`src/core/ocb_pkg.sv`:
```
// Purpose: constants and types for the operational controls register bank
// Assumes: byte address on the bus is four times the register index
// Notes:   only the low byte of each word is populated
package ocb_pkg;

    localparam int unsigned ADDR_W = 16;
    localparam int unsigned DATA_W = 32;
    localparam int unsigned REG_W  = 8;
    localparam int unsigned NUM_REF = 4;
    localparam int unsigned NUM_ANALOG_OUTPUT_PLL = 2;

    // register indices
    localparam logic [ADDR_W-1:0] IDX_GLOBAL_CONTROL        = 16'h2000;
    localparam logic [ADDR_W-1:0] IDX_REFERENCE_POWERDOWN   = 16'h2001;
    localparam logic [ADDR_W-1:0] IDX_REFERENCE_TIMEOUT     = 16'h2002;
    localparam logic [ADDR_W-1:0] IDX_REFERENCE_FAULT_FORCE = 16'h2003;
    localparam logic [ADDR_W-1:0] IDX_REFERENCE_BYPASS      = 16'h2004;
    localparam logic [ADDR_W-1:0] IDX_INTERRUPT_CLEAR       = 16'h2005;
    localparam logic [ADDR_W-1:0] IDX_REGISTER_UPDATE       = 16'h2006;

    // word index inside the byte address
    localparam int unsigned IDX_LSB = 2;
    localparam int unsigned IDX_W   = ADDR_W - IDX_LSB;

    // writable bits per register; the rest are reserved and read zero
    localparam logic [REG_W-1:0] MASK_GLOBAL_CONTROL = 8'h0f;
    localparam logic [REG_W-1:0] MASK_REFERENCE      = 8'h0f;
    localparam logic [REG_W-1:0] MASK_INTERRUPT      = 8'h8f;

    localparam logic [REG_W-1:0] RESET_VALUE = 8'h00;
    localparam logic [REG_W-1:0] UPDATE_CMD  = 8'h01;

    // global control field positions
    localparam int unsigned BIT_CHIP_SLEEP   = 0;
    localparam int unsigned BIT_CAL_ALL      = 1;
    localparam int unsigned BIT_CAL_SYSTEM   = 2;
    localparam int unsigned BIT_DIVIDER_HOLD = 3;

    // reference bit order: a, a_complement, b, b_complement
    localparam int unsigned REF_LSB = 0;

    typedef struct packed {
        logic [REG_W-1:0] interrupt_clear;
        logic [REG_W-1:0] reference_monitor_bypass;
        logic [REG_W-1:0] reference_fault_force;
        logic [REG_W-1:0] reference_validation_timeout;
        logic [REG_W-1:0] reference_powerdown;
        logic [REG_W-1:0] global_control;
    } ocb_bank_t;

    localparam ocb_bank_t BANK_RESET = '{
        interrupt_clear:              RESET_VALUE,
        reference_monitor_bypass:     RESET_VALUE,
        reference_fault_force:        RESET_VALUE,
        reference_validation_timeout: RESET_VALUE,
        reference_powerdown:          RESET_VALUE,
        global_control:               RESET_VALUE
    };

endpackage

```
`src/core/ocb_rise_detect.sv`:
```
// Purpose: per-bit rising edge detector, one-cycle pulse per edge
// Assumes: input levels are on the same clock
// Notes:   history resets to zero, so a level high out of reset fires once
`timescale 1ns/1ps
`default_nettype none
module ocb_rise_detect #(
    parameter int unsigned WIDTH = 1
) (
    input  wire logic             CLOCK_I,
    input  wire logic             RST_B_I,
    input  wire logic [WIDTH-1:0] LEVEL_I,
    output logic      [WIDTH-1:0] RISE_O
);

    logic [WIDTH-1:0] last_reg;
    logic [WIDTH-1:0] rise_reg;

    genvar g;
    generate
        for (g = 0; g < WIDTH; g++) begin : g_bit
            always_ff @(posedge CLOCK_I or negedge RST_B_I) begin
                if (!RST_B_I) begin
                    last_reg[g] <= 1'b0;
                    rise_reg[g] <= 1'b0;
                end else begin
                    last_reg[g] <= LEVEL_I[g];
                    rise_reg[g] <= LEVEL_I[g] & ~last_reg[g];
                end
            end
        end
    endgenerate

    assign RISE_O = rise_reg;

endmodule // ocb_rise_detect
`default_nettype wire

```
`src/core/ocb_operational_controls.sv`:
```
// Purpose: operational controls register bank behind an Avalon-MM slave
// Assumes: reference status inputs and the bus share CLOCK_I
// Notes:   writes land in a shadow bank; an update command commits them
//
// Behaviour
// divider hold bit keeps all dividers reset
// software syncs dividers: hold, update, release, update
// system pll calibrates on rising calibrate bit
// system trigger is OR of both calibrate bits
// rising calibrate-all calibrates every pll; the system pll is skipped if its own calibrate bit is already set
// software clears calibrate bits after setting them
// software calibrates all plls at initial programming
// sleep bit puts whole chip in low power
// bus stays usable while chip sleeps
// bit 3 powers down b complement receiver
// bits 2..0 power down b, a complement, a
// committed timeout bit validates counting unfaulted reference
// reserved bits read zero; registers reset zero
//
// The Avalon-MM interface to the registers was chosen for this implementation.
`timescale 1ns/1ps
`default_nettype none
module ocb_operational_controls #(
    parameter int unsigned NUM_REF  = ocb_pkg::NUM_REF,
    parameter int unsigned NUM_ANALOG_OUTPUT_PLL = ocb_pkg::NUM_ANALOG_OUTPUT_PLL
) (
    input  wire logic                        CLOCK_I,
    input  wire logic                        RST_B_I,
    // avalon-mm slave
    input  wire logic [ocb_pkg::ADDR_W-1:0]  AVS_ADDRESS_I,
    input  wire logic                        AVS_READ_I,
    input  wire logic                        AVS_WRITE_I,
    input  wire logic [ocb_pkg::DATA_W-1:0]  AVS_WRITEDATA_I,
    input  wire logic [3:0]                  AVS_BYTEENABLE_I,
    output logic      [ocb_pkg::DATA_W-1:0]  AVS_READDATA_O,
    output logic                             AVS_WAITREQUEST_O,
    // reference monitor status
    input  wire logic [NUM_REF-1:0]          REF_UNFAULTED_I,
    input  wire logic [NUM_REF-1:0]          REF_VALIDATION_COUNTING_I,
    // controls toward the rest of the chip
    output logic                             DIVIDER_HOLD_O,
    output logic                             CHIP_SLEEP_O,
    output logic                             SYSTEM_CLOCK_PLL_CAL_O,
    output logic      [NUM_ANALOG_OUTPUT_PLL-1:0]         ANALOG_OUTPUT_PLL_CAL_O,
    output logic      [NUM_REF-1:0]          REF_POWERDOWN_O,
    output logic      [NUM_REF-1:0]          REF_FAULT_FORCE_O,
    output logic      [NUM_REF-1:0]          REF_MONITOR_BYPASS_O,
    output logic      [NUM_REF-1:0]          REF_VALIDATE_O,
    output logic      [ocb_pkg::REG_W-1:0]   IRQ_CLEAR_O
);

    localparam int unsigned RW = ocb_pkg::REG_W;
    localparam int unsigned RL = ocb_pkg::REF_LSB;

    typedef enum logic [1:0] {
        OCB_IDLE,
        OCB_ACK
    } ocb_bus_state_t;

    ocb_bus_state_t                      bus_state_reg;
    ocb_bus_state_t                      bus_state_next;

    ocb_pkg::ocb_bank_t                  shadow_reg;
    ocb_pkg::ocb_bank_t                  active_reg;

    logic [ocb_pkg::DATA_W-1:0]          readdata_reg;
    logic [ocb_pkg::DATA_W-1:0]          readdata_next;
    logic [ocb_pkg::IDX_W-1:0]           word_index;
    logic                                request;
    logic                                write_commit;
    logic                                low_byte_en;
    logic [RW-1:0]                       wdata_byte;
    logic                                commit_update;

    logic                                cal_system_level;
    logic [1:0]                          cal_levels;
    logic [1:0]                          cal_rise;

    logic [NUM_REF-1:0]                  timeout_committed;
    logic [NUM_REF-1:0]                  validate_reg;

    assign request     = AVS_READ_I | AVS_WRITE_I;
    assign word_index  = AVS_ADDRESS_I[ocb_pkg::ADDR_W-1:ocb_pkg::IDX_LSB];
    assign low_byte_en = AVS_BYTEENABLE_I[0];
    assign wdata_byte  = AVS_WRITEDATA_I[RW-1:0];

    // one wait state: the answer comes on the second cycle of a request
    always_comb begin
        bus_state_next = bus_state_reg;
        case (bus_state_reg)
            OCB_IDLE: begin
                if (request) begin
                    bus_state_next = OCB_ACK;
                end
            end
            OCB_ACK: begin
                bus_state_next = OCB_IDLE;
            end
            default: begin
                bus_state_next = OCB_IDLE;
            end
        endcase
    end

    always_ff @(posedge CLOCK_I or negedge RST_B_I) begin
        if (!RST_B_I) begin
            bus_state_reg <= OCB_IDLE;
        end else begin
            bus_state_reg <= bus_state_next;
        end
    end

    // bus is never gated by the sleep bit, so software can wake the chip
    assign AVS_WAITREQUEST_O = request & (bus_state_reg != OCB_ACK);

    assign write_commit = AVS_WRITE_I & (bus_state_reg == OCB_ACK) & low_byte_en;

    assign commit_update = write_commit
                         & (word_index == ocb_pkg::IDX_REGISTER_UPDATE[ocb_pkg::IDX_W-1:0])
                         & ((wdata_byte & ocb_pkg::UPDATE_CMD) != ocb_pkg::RESET_VALUE);

    function automatic logic idx_is(input logic [ocb_pkg::IDX_W-1:0] idx,
                                    input logic [ocb_pkg::ADDR_W-1:0] reg_idx);
        idx_is = (idx == reg_idx[ocb_pkg::IDX_W-1:0]);
    endfunction

    // read data is captured in the first cycle and stands through the ack
    always_comb begin
        readdata_next = '0;
        if (idx_is(word_index, ocb_pkg::IDX_GLOBAL_CONTROL)) begin
            readdata_next[RW-1:0] = shadow_reg.global_control;
        end else if (idx_is(word_index, ocb_pkg::IDX_REFERENCE_POWERDOWN)) begin
            readdata_next[RW-1:0] = shadow_reg.reference_powerdown;
        end else if (idx_is(word_index, ocb_pkg::IDX_REFERENCE_TIMEOUT)) begin
            readdata_next[RW-1:0] = shadow_reg.reference_validation_timeout;
        end else if (idx_is(word_index, ocb_pkg::IDX_REFERENCE_FAULT_FORCE)) begin
            readdata_next[RW-1:0] = shadow_reg.reference_fault_force;
        end else if (idx_is(word_index, ocb_pkg::IDX_REFERENCE_BYPASS)) begin
            readdata_next[RW-1:0] = shadow_reg.reference_monitor_bypass;
        end else if (idx_is(word_index, ocb_pkg::IDX_INTERRUPT_CLEAR)) begin
            readdata_next[RW-1:0] = shadow_reg.interrupt_clear;
        end
    end

    always_ff @(posedge CLOCK_I or negedge RST_B_I) begin
        if (!RST_B_I) begin
            readdata_reg <= '0;
        end else if (AVS_READ_I && bus_state_reg == OCB_IDLE) begin
            readdata_reg <= readdata_next;
        end
    end

    assign AVS_READDATA_O = readdata_reg;

    // shadow bank: reserved bits are masked on the way in
    always_ff @(posedge CLOCK_I or negedge RST_B_I) begin
        if (!RST_B_I) begin
            shadow_reg <= ocb_pkg::BANK_RESET;
        end else begin
            if (commit_update) begin
                // timeout bits clear themselves once committed
                shadow_reg.reference_validation_timeout <= ocb_pkg::RESET_VALUE;
            end
            if (write_commit) begin
                if (idx_is(word_index, ocb_pkg::IDX_GLOBAL_CONTROL)) begin
                    shadow_reg.global_control <= wdata_byte & ocb_pkg::MASK_GLOBAL_CONTROL;
                end
                if (idx_is(word_index, ocb_pkg::IDX_REFERENCE_POWERDOWN)) begin
                    shadow_reg.reference_powerdown <= wdata_byte & ocb_pkg::MASK_REFERENCE;
                end
                if (idx_is(word_index, ocb_pkg::IDX_REFERENCE_TIMEOUT)) begin
                    shadow_reg.reference_validation_timeout <=
                        wdata_byte & ocb_pkg::MASK_REFERENCE;
                end
                if (idx_is(word_index, ocb_pkg::IDX_REFERENCE_FAULT_FORCE)) begin
                    shadow_reg.reference_fault_force <= wdata_byte & ocb_pkg::MASK_REFERENCE;
                end
                if (idx_is(word_index, ocb_pkg::IDX_REFERENCE_BYPASS)) begin
                    shadow_reg.reference_monitor_bypass <=
                        wdata_byte & ocb_pkg::MASK_REFERENCE;
                end
                if (idx_is(word_index, ocb_pkg::IDX_INTERRUPT_CLEAR)) begin
                    shadow_reg.interrupt_clear <= wdata_byte & ocb_pkg::MASK_INTERRUPT;
                end
            end
        end
    end

    // active bank follows the shadow only on an update command
    always_ff @(posedge CLOCK_I or negedge RST_B_I) begin
        if (!RST_B_I) begin
            active_reg <= ocb_pkg::BANK_RESET;
        end else if (commit_update) begin
            active_reg <= shadow_reg;
            // timeout acts once, it never stays armed in the active bank
            active_reg.reference_validation_timeout <= ocb_pkg::RESET_VALUE;
        end
    end

    assign timeout_committed = {NUM_REF{commit_update}}
                             & shadow_reg.reference_validation_timeout[RL +: NUM_REF];

    // validation only while the reference is clean and its timer runs
    always_ff @(posedge CLOCK_I or negedge RST_B_I) begin
        if (!RST_B_I) begin
            validate_reg <= '0;
        end else begin
            validate_reg <= timeout_committed
                          & REF_UNFAULTED_I
                          & REF_VALIDATION_COUNTING_I;
        end
    end

    assign REF_VALIDATE_O = validate_reg;

    // a held calibrate-all masks the system bit, so no second edge appears
    assign cal_system_level = active_reg.global_control[ocb_pkg::BIT_CAL_SYSTEM]
                            | active_reg.global_control[ocb_pkg::BIT_CAL_ALL];

    assign cal_levels = {active_reg.global_control[ocb_pkg::BIT_CAL_ALL], cal_system_level};

    ocb_rise_detect #(
        .WIDTH (2)
    ) u_cal_rise (
        .CLOCK_I (CLOCK_I),
        .RST_B_I (RST_B_I),
        .LEVEL_I (cal_levels),
        .RISE_O  (cal_rise)
    );

    // only a 0 to 1 change calibrates; a steady 1 does nothing more
    assign SYSTEM_CLOCK_PLL_CAL_O  = cal_rise[0];
    assign ANALOG_OUTPUT_PLL_CAL_O = {NUM_ANALOG_OUTPUT_PLL{cal_rise[1]}};

    assign DIVIDER_HOLD_O = active_reg.global_control[ocb_pkg::BIT_DIVIDER_HOLD];
    assign CHIP_SLEEP_O   = active_reg.global_control[ocb_pkg::BIT_CHIP_SLEEP];

    // bit order a, a complement, b, b complement from bit 0 up
    assign REF_POWERDOWN_O      = active_reg.reference_powerdown[RL +: NUM_REF];
    assign REF_FAULT_FORCE_O    = active_reg.reference_fault_force[RL +: NUM_REF];
    assign REF_MONITOR_BYPASS_O = active_reg.reference_monitor_bypass[RL +: NUM_REF];
    assign IRQ_CLEAR_O          = active_reg.interrupt_clear;

endmodule // ocb_operational_controls
`default_nettype wire

```
`config.mk`:
```
export PLATFORM = sky130hd
export DESIGN_NAME = ocb_operational_controls
export DESIGN_NICKNAME = d
export VERILOG_FILES = /design/src/core/ocb_pkg.sv /design/src/core/ocb_rise_detect.sv /design/src/core/ocb_operational_controls.sv
export SDC_FILE = /design/constraint.sdc
export NUM_CORES = 1
export LEC_CHECK = 0
export BUFFER_PORTS_ARGS = -buffer_cell sky130_fd_sc_hd__buf_4
export CAP_MARGIN = 0
export CELL_PAD_IN_SITES_DETAIL_PLACEMENT = 2
export CELL_PAD_IN_SITES_GLOBAL_PLACEMENT = 2
export CORE_MARGIN = 2
export CORE_UTILIZATION = 30
export DETAILED_ROUTE_END_ITERATION = 7
export PLACE_DENSITY = 0.86
export SLEW_MARGIN = 20
export SYNTH_ARGS = -nofsm -noshare
export SYNTH_HDL_FRONTEND = slang
export SYNTH_SLANG_ARGS = --single-unit
```
`constraint.sdc`:
```
create_clock -name CLOCK_I -period 2.1 [get_ports CLOCK_I]
set_input_delay 0.21 -clock CLOCK_I [delete_from_list [all_inputs] [get_ports CLOCK_I]]
set_output_delay 0.21 -clock CLOCK_I [all_outputs]
set_load 0.02 [all_outputs]
```
==> impl_metrics.ini <==
[pwr]
pwr-share-comb = 0.095
total_power_w = 0.00268
switching_share = 0.251
cellInternalPower_w = 0.00201
power.switching_w = 0.000671
power.density_nw_per_um2 = 673
power.clock.fraction = 0.414
irDropWorstVdd_mv = 0.382
portion_of_total_power_attributed_to_sequential_cells = 0.491
p_leak_nw = 2.07

[detailed_routing]
vias_per_cell = 4.67
drc = 0
wl_per_cell_um = 18.0
first_pass_iters = 4
ant_nets = 0
wl_mm = 8.48
vias = 2198
drtIter0Drc = 83

[worst_setup_path]
worst-endpoint-arrival_ps = 2180
critical_path_buf_inv_count = 1
endpoint_kind = register
path_delay_family = simple AND/OR/NAND/NOR gates
critPathKind = reg -> reg
critical_path.cell_chain = nand3_2, or3_1, or2_1, buf_4, mux2_4
worstSetupStartpointType = register
critical_path_rt_ps = 2330
crit_slowest_cell = sky130_fd_sc_hd__dfrtp_1
crit_path_max_incr_delay_ps = 440
timing.critical_path.fanout_max = 14

[sta]
worst_pin_slew_ps = 857
clock_skew_ps = 5.57
timing.max_slew.rel_slack = 0.429
timing.final.hold_violations = 60
finalCritPeriodShare = 0.932
final_period_minus_worst_setup_slack_ps = 1960
rsz_0062_raised_after_global_routing = no
max_clock_freq_ghz = 0.511
final-max-slew-violation-count = 0
hold_ws_ps = -31.3
setup_viol_count_final = 0
totalNegativeSetupSlack_ps = 0

[clock_tree]
clk_root_buffer_cell = sky130_fd_sc_hd__clkbuf_8
post_cts_resize_count = 0
clk-insertion-delay-late_ps = 350
tritoncts = yes
cts_inserted_buffers = 9
postCtsHoldBufs = 0
ctsLongestPathBuffers = 2
cts-htree-levels = 3
cts.reportedPaths.clkPinSlew_ps = 70
cts_sinks = 67
post_cts.repair.setup_buffers = 0

[global_route]
grt_util_all_layers = 0.150
global_route_wire_length_before_repair_mm = 13.4
vias_in_the_first_global_route = 2414
largest_net_degree_at_the_start_of_global_routing = 68
globalRouteOverflowTotal = 0
grt_antenna_before_repair = 0

[die]
fp.coreArea_um2 = 10900
io_pins = 126
die_h_um = 110
die-area_um2 = 12100
effective_utilization_at_floorplan = 0.309
rows = 38
die_w_um = 110

[status]
violations = negative hold slack
status = complete, but fails checks

[hold_path]
hp-class = in -> async

[yosys]
yosysUniqueCellTypes = 44
mappedNetlistArea_um2 = 3360
post_synth_inst_count = 273
ys_ff_latch = 67
yosysWarnings = 0
synth.yosys.seq_area_share = 0.498
syn_area_per_cell_um2 = 12.3

[finish]
nNetsFinal = 390
fillerInstances = 1107
layout-drive-gt1-share = 0.408
layout.cells.non_filler = 471
largest_register_ff_count = 29
antenna_fix_cells = 0
layout-area-overhead-vs-synth_pct = 18.2
post-route-util = 0.365

[placement]
numPortBuffers = 66
dp_hpwl_mm = 6.26
cell_count_post_placement = 455
gp_congestion = 0.814

[flow_run]
timing.max_cap.violations = 0
routing by layer:
metal	vias to the layer above	routed length, µm	global-route usage
li1	984	-	-
met5	-	0	0
met1	1141	3690	0.192
met2	64	4320	0.252
met4	0	85	0.0497
met3	9	386	0.0320
stage by stage:
stage / cell area (µm²) / setup slack, ps / hold slack (ps)
finish: 3980 / 144 / -31.3
CTS: 3980 / 133 / 5.15
global placement: 3770 / 136 / 368
global route: 3980 / 33.2 / 33.2
detailed placement: 3770 / 92.1 / 379
floorplan: 3460 / 309 / -85.6
power by group through the flow:
| stage | sequential, W | clock [W] | combinational (W) |
|---|---|---|---|
| 6_report | 0.00131 | 0.00111 | 0.000254 |
| 5_1_grt | 0.00132 | 0.00120 | 0.000276 |
| 4_1_cts | 0.00131 | 0.00115 | 0.000256 |
| 3_5_place_dp | 0.00134 | 0 | 0.000254 |
| 3_3_place_gp | 0.00134 | 0 | 0.000244 |
| 2_1_floorplan | 0.00135 | 0 | 0.000155 |
logic make-up (layout without fill, tap and decap cells):
family / after synthesis / in the layout / share of synthesized area
flops: 67 / 67 / 0.498
simple gates: 65 / 65 / 0.128
buf+inv: 65 / 97 / 0.131
mux: 52 / 52 / 0.192
compound gates: 23 / 23 / 0.0502
other cells: 1 / 27 / 0.00111
final timing paths:
check / start / to / slack (ps) / depth (start not counted)
max in group asynchronous: RST_B_I / shadow_reg[0] / 1570 / 1
min in group CLOCK_I: REF_VALIDATION_COUNTING_I[1] / REF_VALIDATE_O[1] / 110 / 3
worst max-delay path: bus_state_reg[0] / REF_POWERDOWN_O[3] / 140 / 5
worst min register to register: u_cal_rise.last_reg[1] / u_cal_rise.RISE_O[1] / 410 / 1
worst max register to register: bus_state_reg[0] / REF_POWERDOWN_O[3] / 140 / 5
worst min-delay path: RST_B_I / shadow_reg[47] / -30 / 1
cell usage after synthesis (all sizes together):
library cell / n / area (µm²)
a31oi: 2 / 12.5
and2b: 1 / 7.51
and4bb: 1 / 12.5
or3: 1 / 6.26
mux4: 1 / 22.5
clkbuf: 4 / 15.0
and3: 2 / 12.5
a211oi: 2 / 15.0
o221ai: 1 / 8.76
buf: 52 / 392
nor2b: 3 / 18.8
a21oi: 2 / 10.0
and2: 1 / 6.26
mux2i: 9 / 90.1
nand4b: 1 / 8.76
and4: 1 / 8.76
o31ai: 5 / 37.5
nor4: 4 / 85.1
o22a: 1 / 8.76
o21ai: 3 / 15.0
nand4: 2 / 12.5
nor3: 4 / 31.3
nand3: 9 / 62.6
nand2b: 3 / 18.8
or3b: 1 / 8.76
conb: 1 / 3.75
o2bb2ai: 4 / 35.0
nor2: 20 / 75.1
or2: 3 / 18.8
dfrtp: 67 / 1680
mux2: 42 / 533
inv: 9 / 33.8
o22ai: 1 / 6.26
a41o: 2 / 20.0
nor4b: 1 / 8.76
nand2: 7 / 26.3
final cells by class:
type                       instances  area, µm²  share of cell area
sequential                        67       1680               0.422
multi-input combinational        167       1350               0.338
timing repair buffer              72        541               0.136
tap                              140        175              0.0441
clock buffer                      13        159              0.0400
clock inverter                     3       46.3              0.0116
inverter                           9       33.8             0.00850
placed cells by master, fill, tap and decap left out, types with 3 or more instances in the layout:
master	n
sky130_fd_sc_hd__buf_4	72
sky130_fd_sc_hd__dfrtp_1	67
sky130_fd_sc_hd__conb_1	27
sky130_fd_sc_hd__mux2_2	21
sky130_fd_sc_hd__nor2_1	20
sky130_fd_sc_hd__mux2_4	16
sky130_fd_sc_hd__clkbuf_8	11
sky130_fd_sc_hd__inv_1	9
sky130_fd_sc_hd__mux2i_1	9
sky130_fd_sc_hd__nand3_1	7
sky130_fd_sc_hd__nand2_1	7
sky130_fd_sc_hd__o31ai_1	5
sky130_fd_sc_hd__mux2_1	5
sky130_fd_sc_hd__nor4_4	4
sky130_fd_sc_hd__o2bb2ai_1	4
sky130_fd_sc_hd__nor2b_1	3
sky130_fd_sc_hd__nor3_1	3
sky130_fd_sc_hd__nand2b_1	3
sky130_fd_sc_hd__o21ai_0	3
Power figures use the tool's default switching activity.
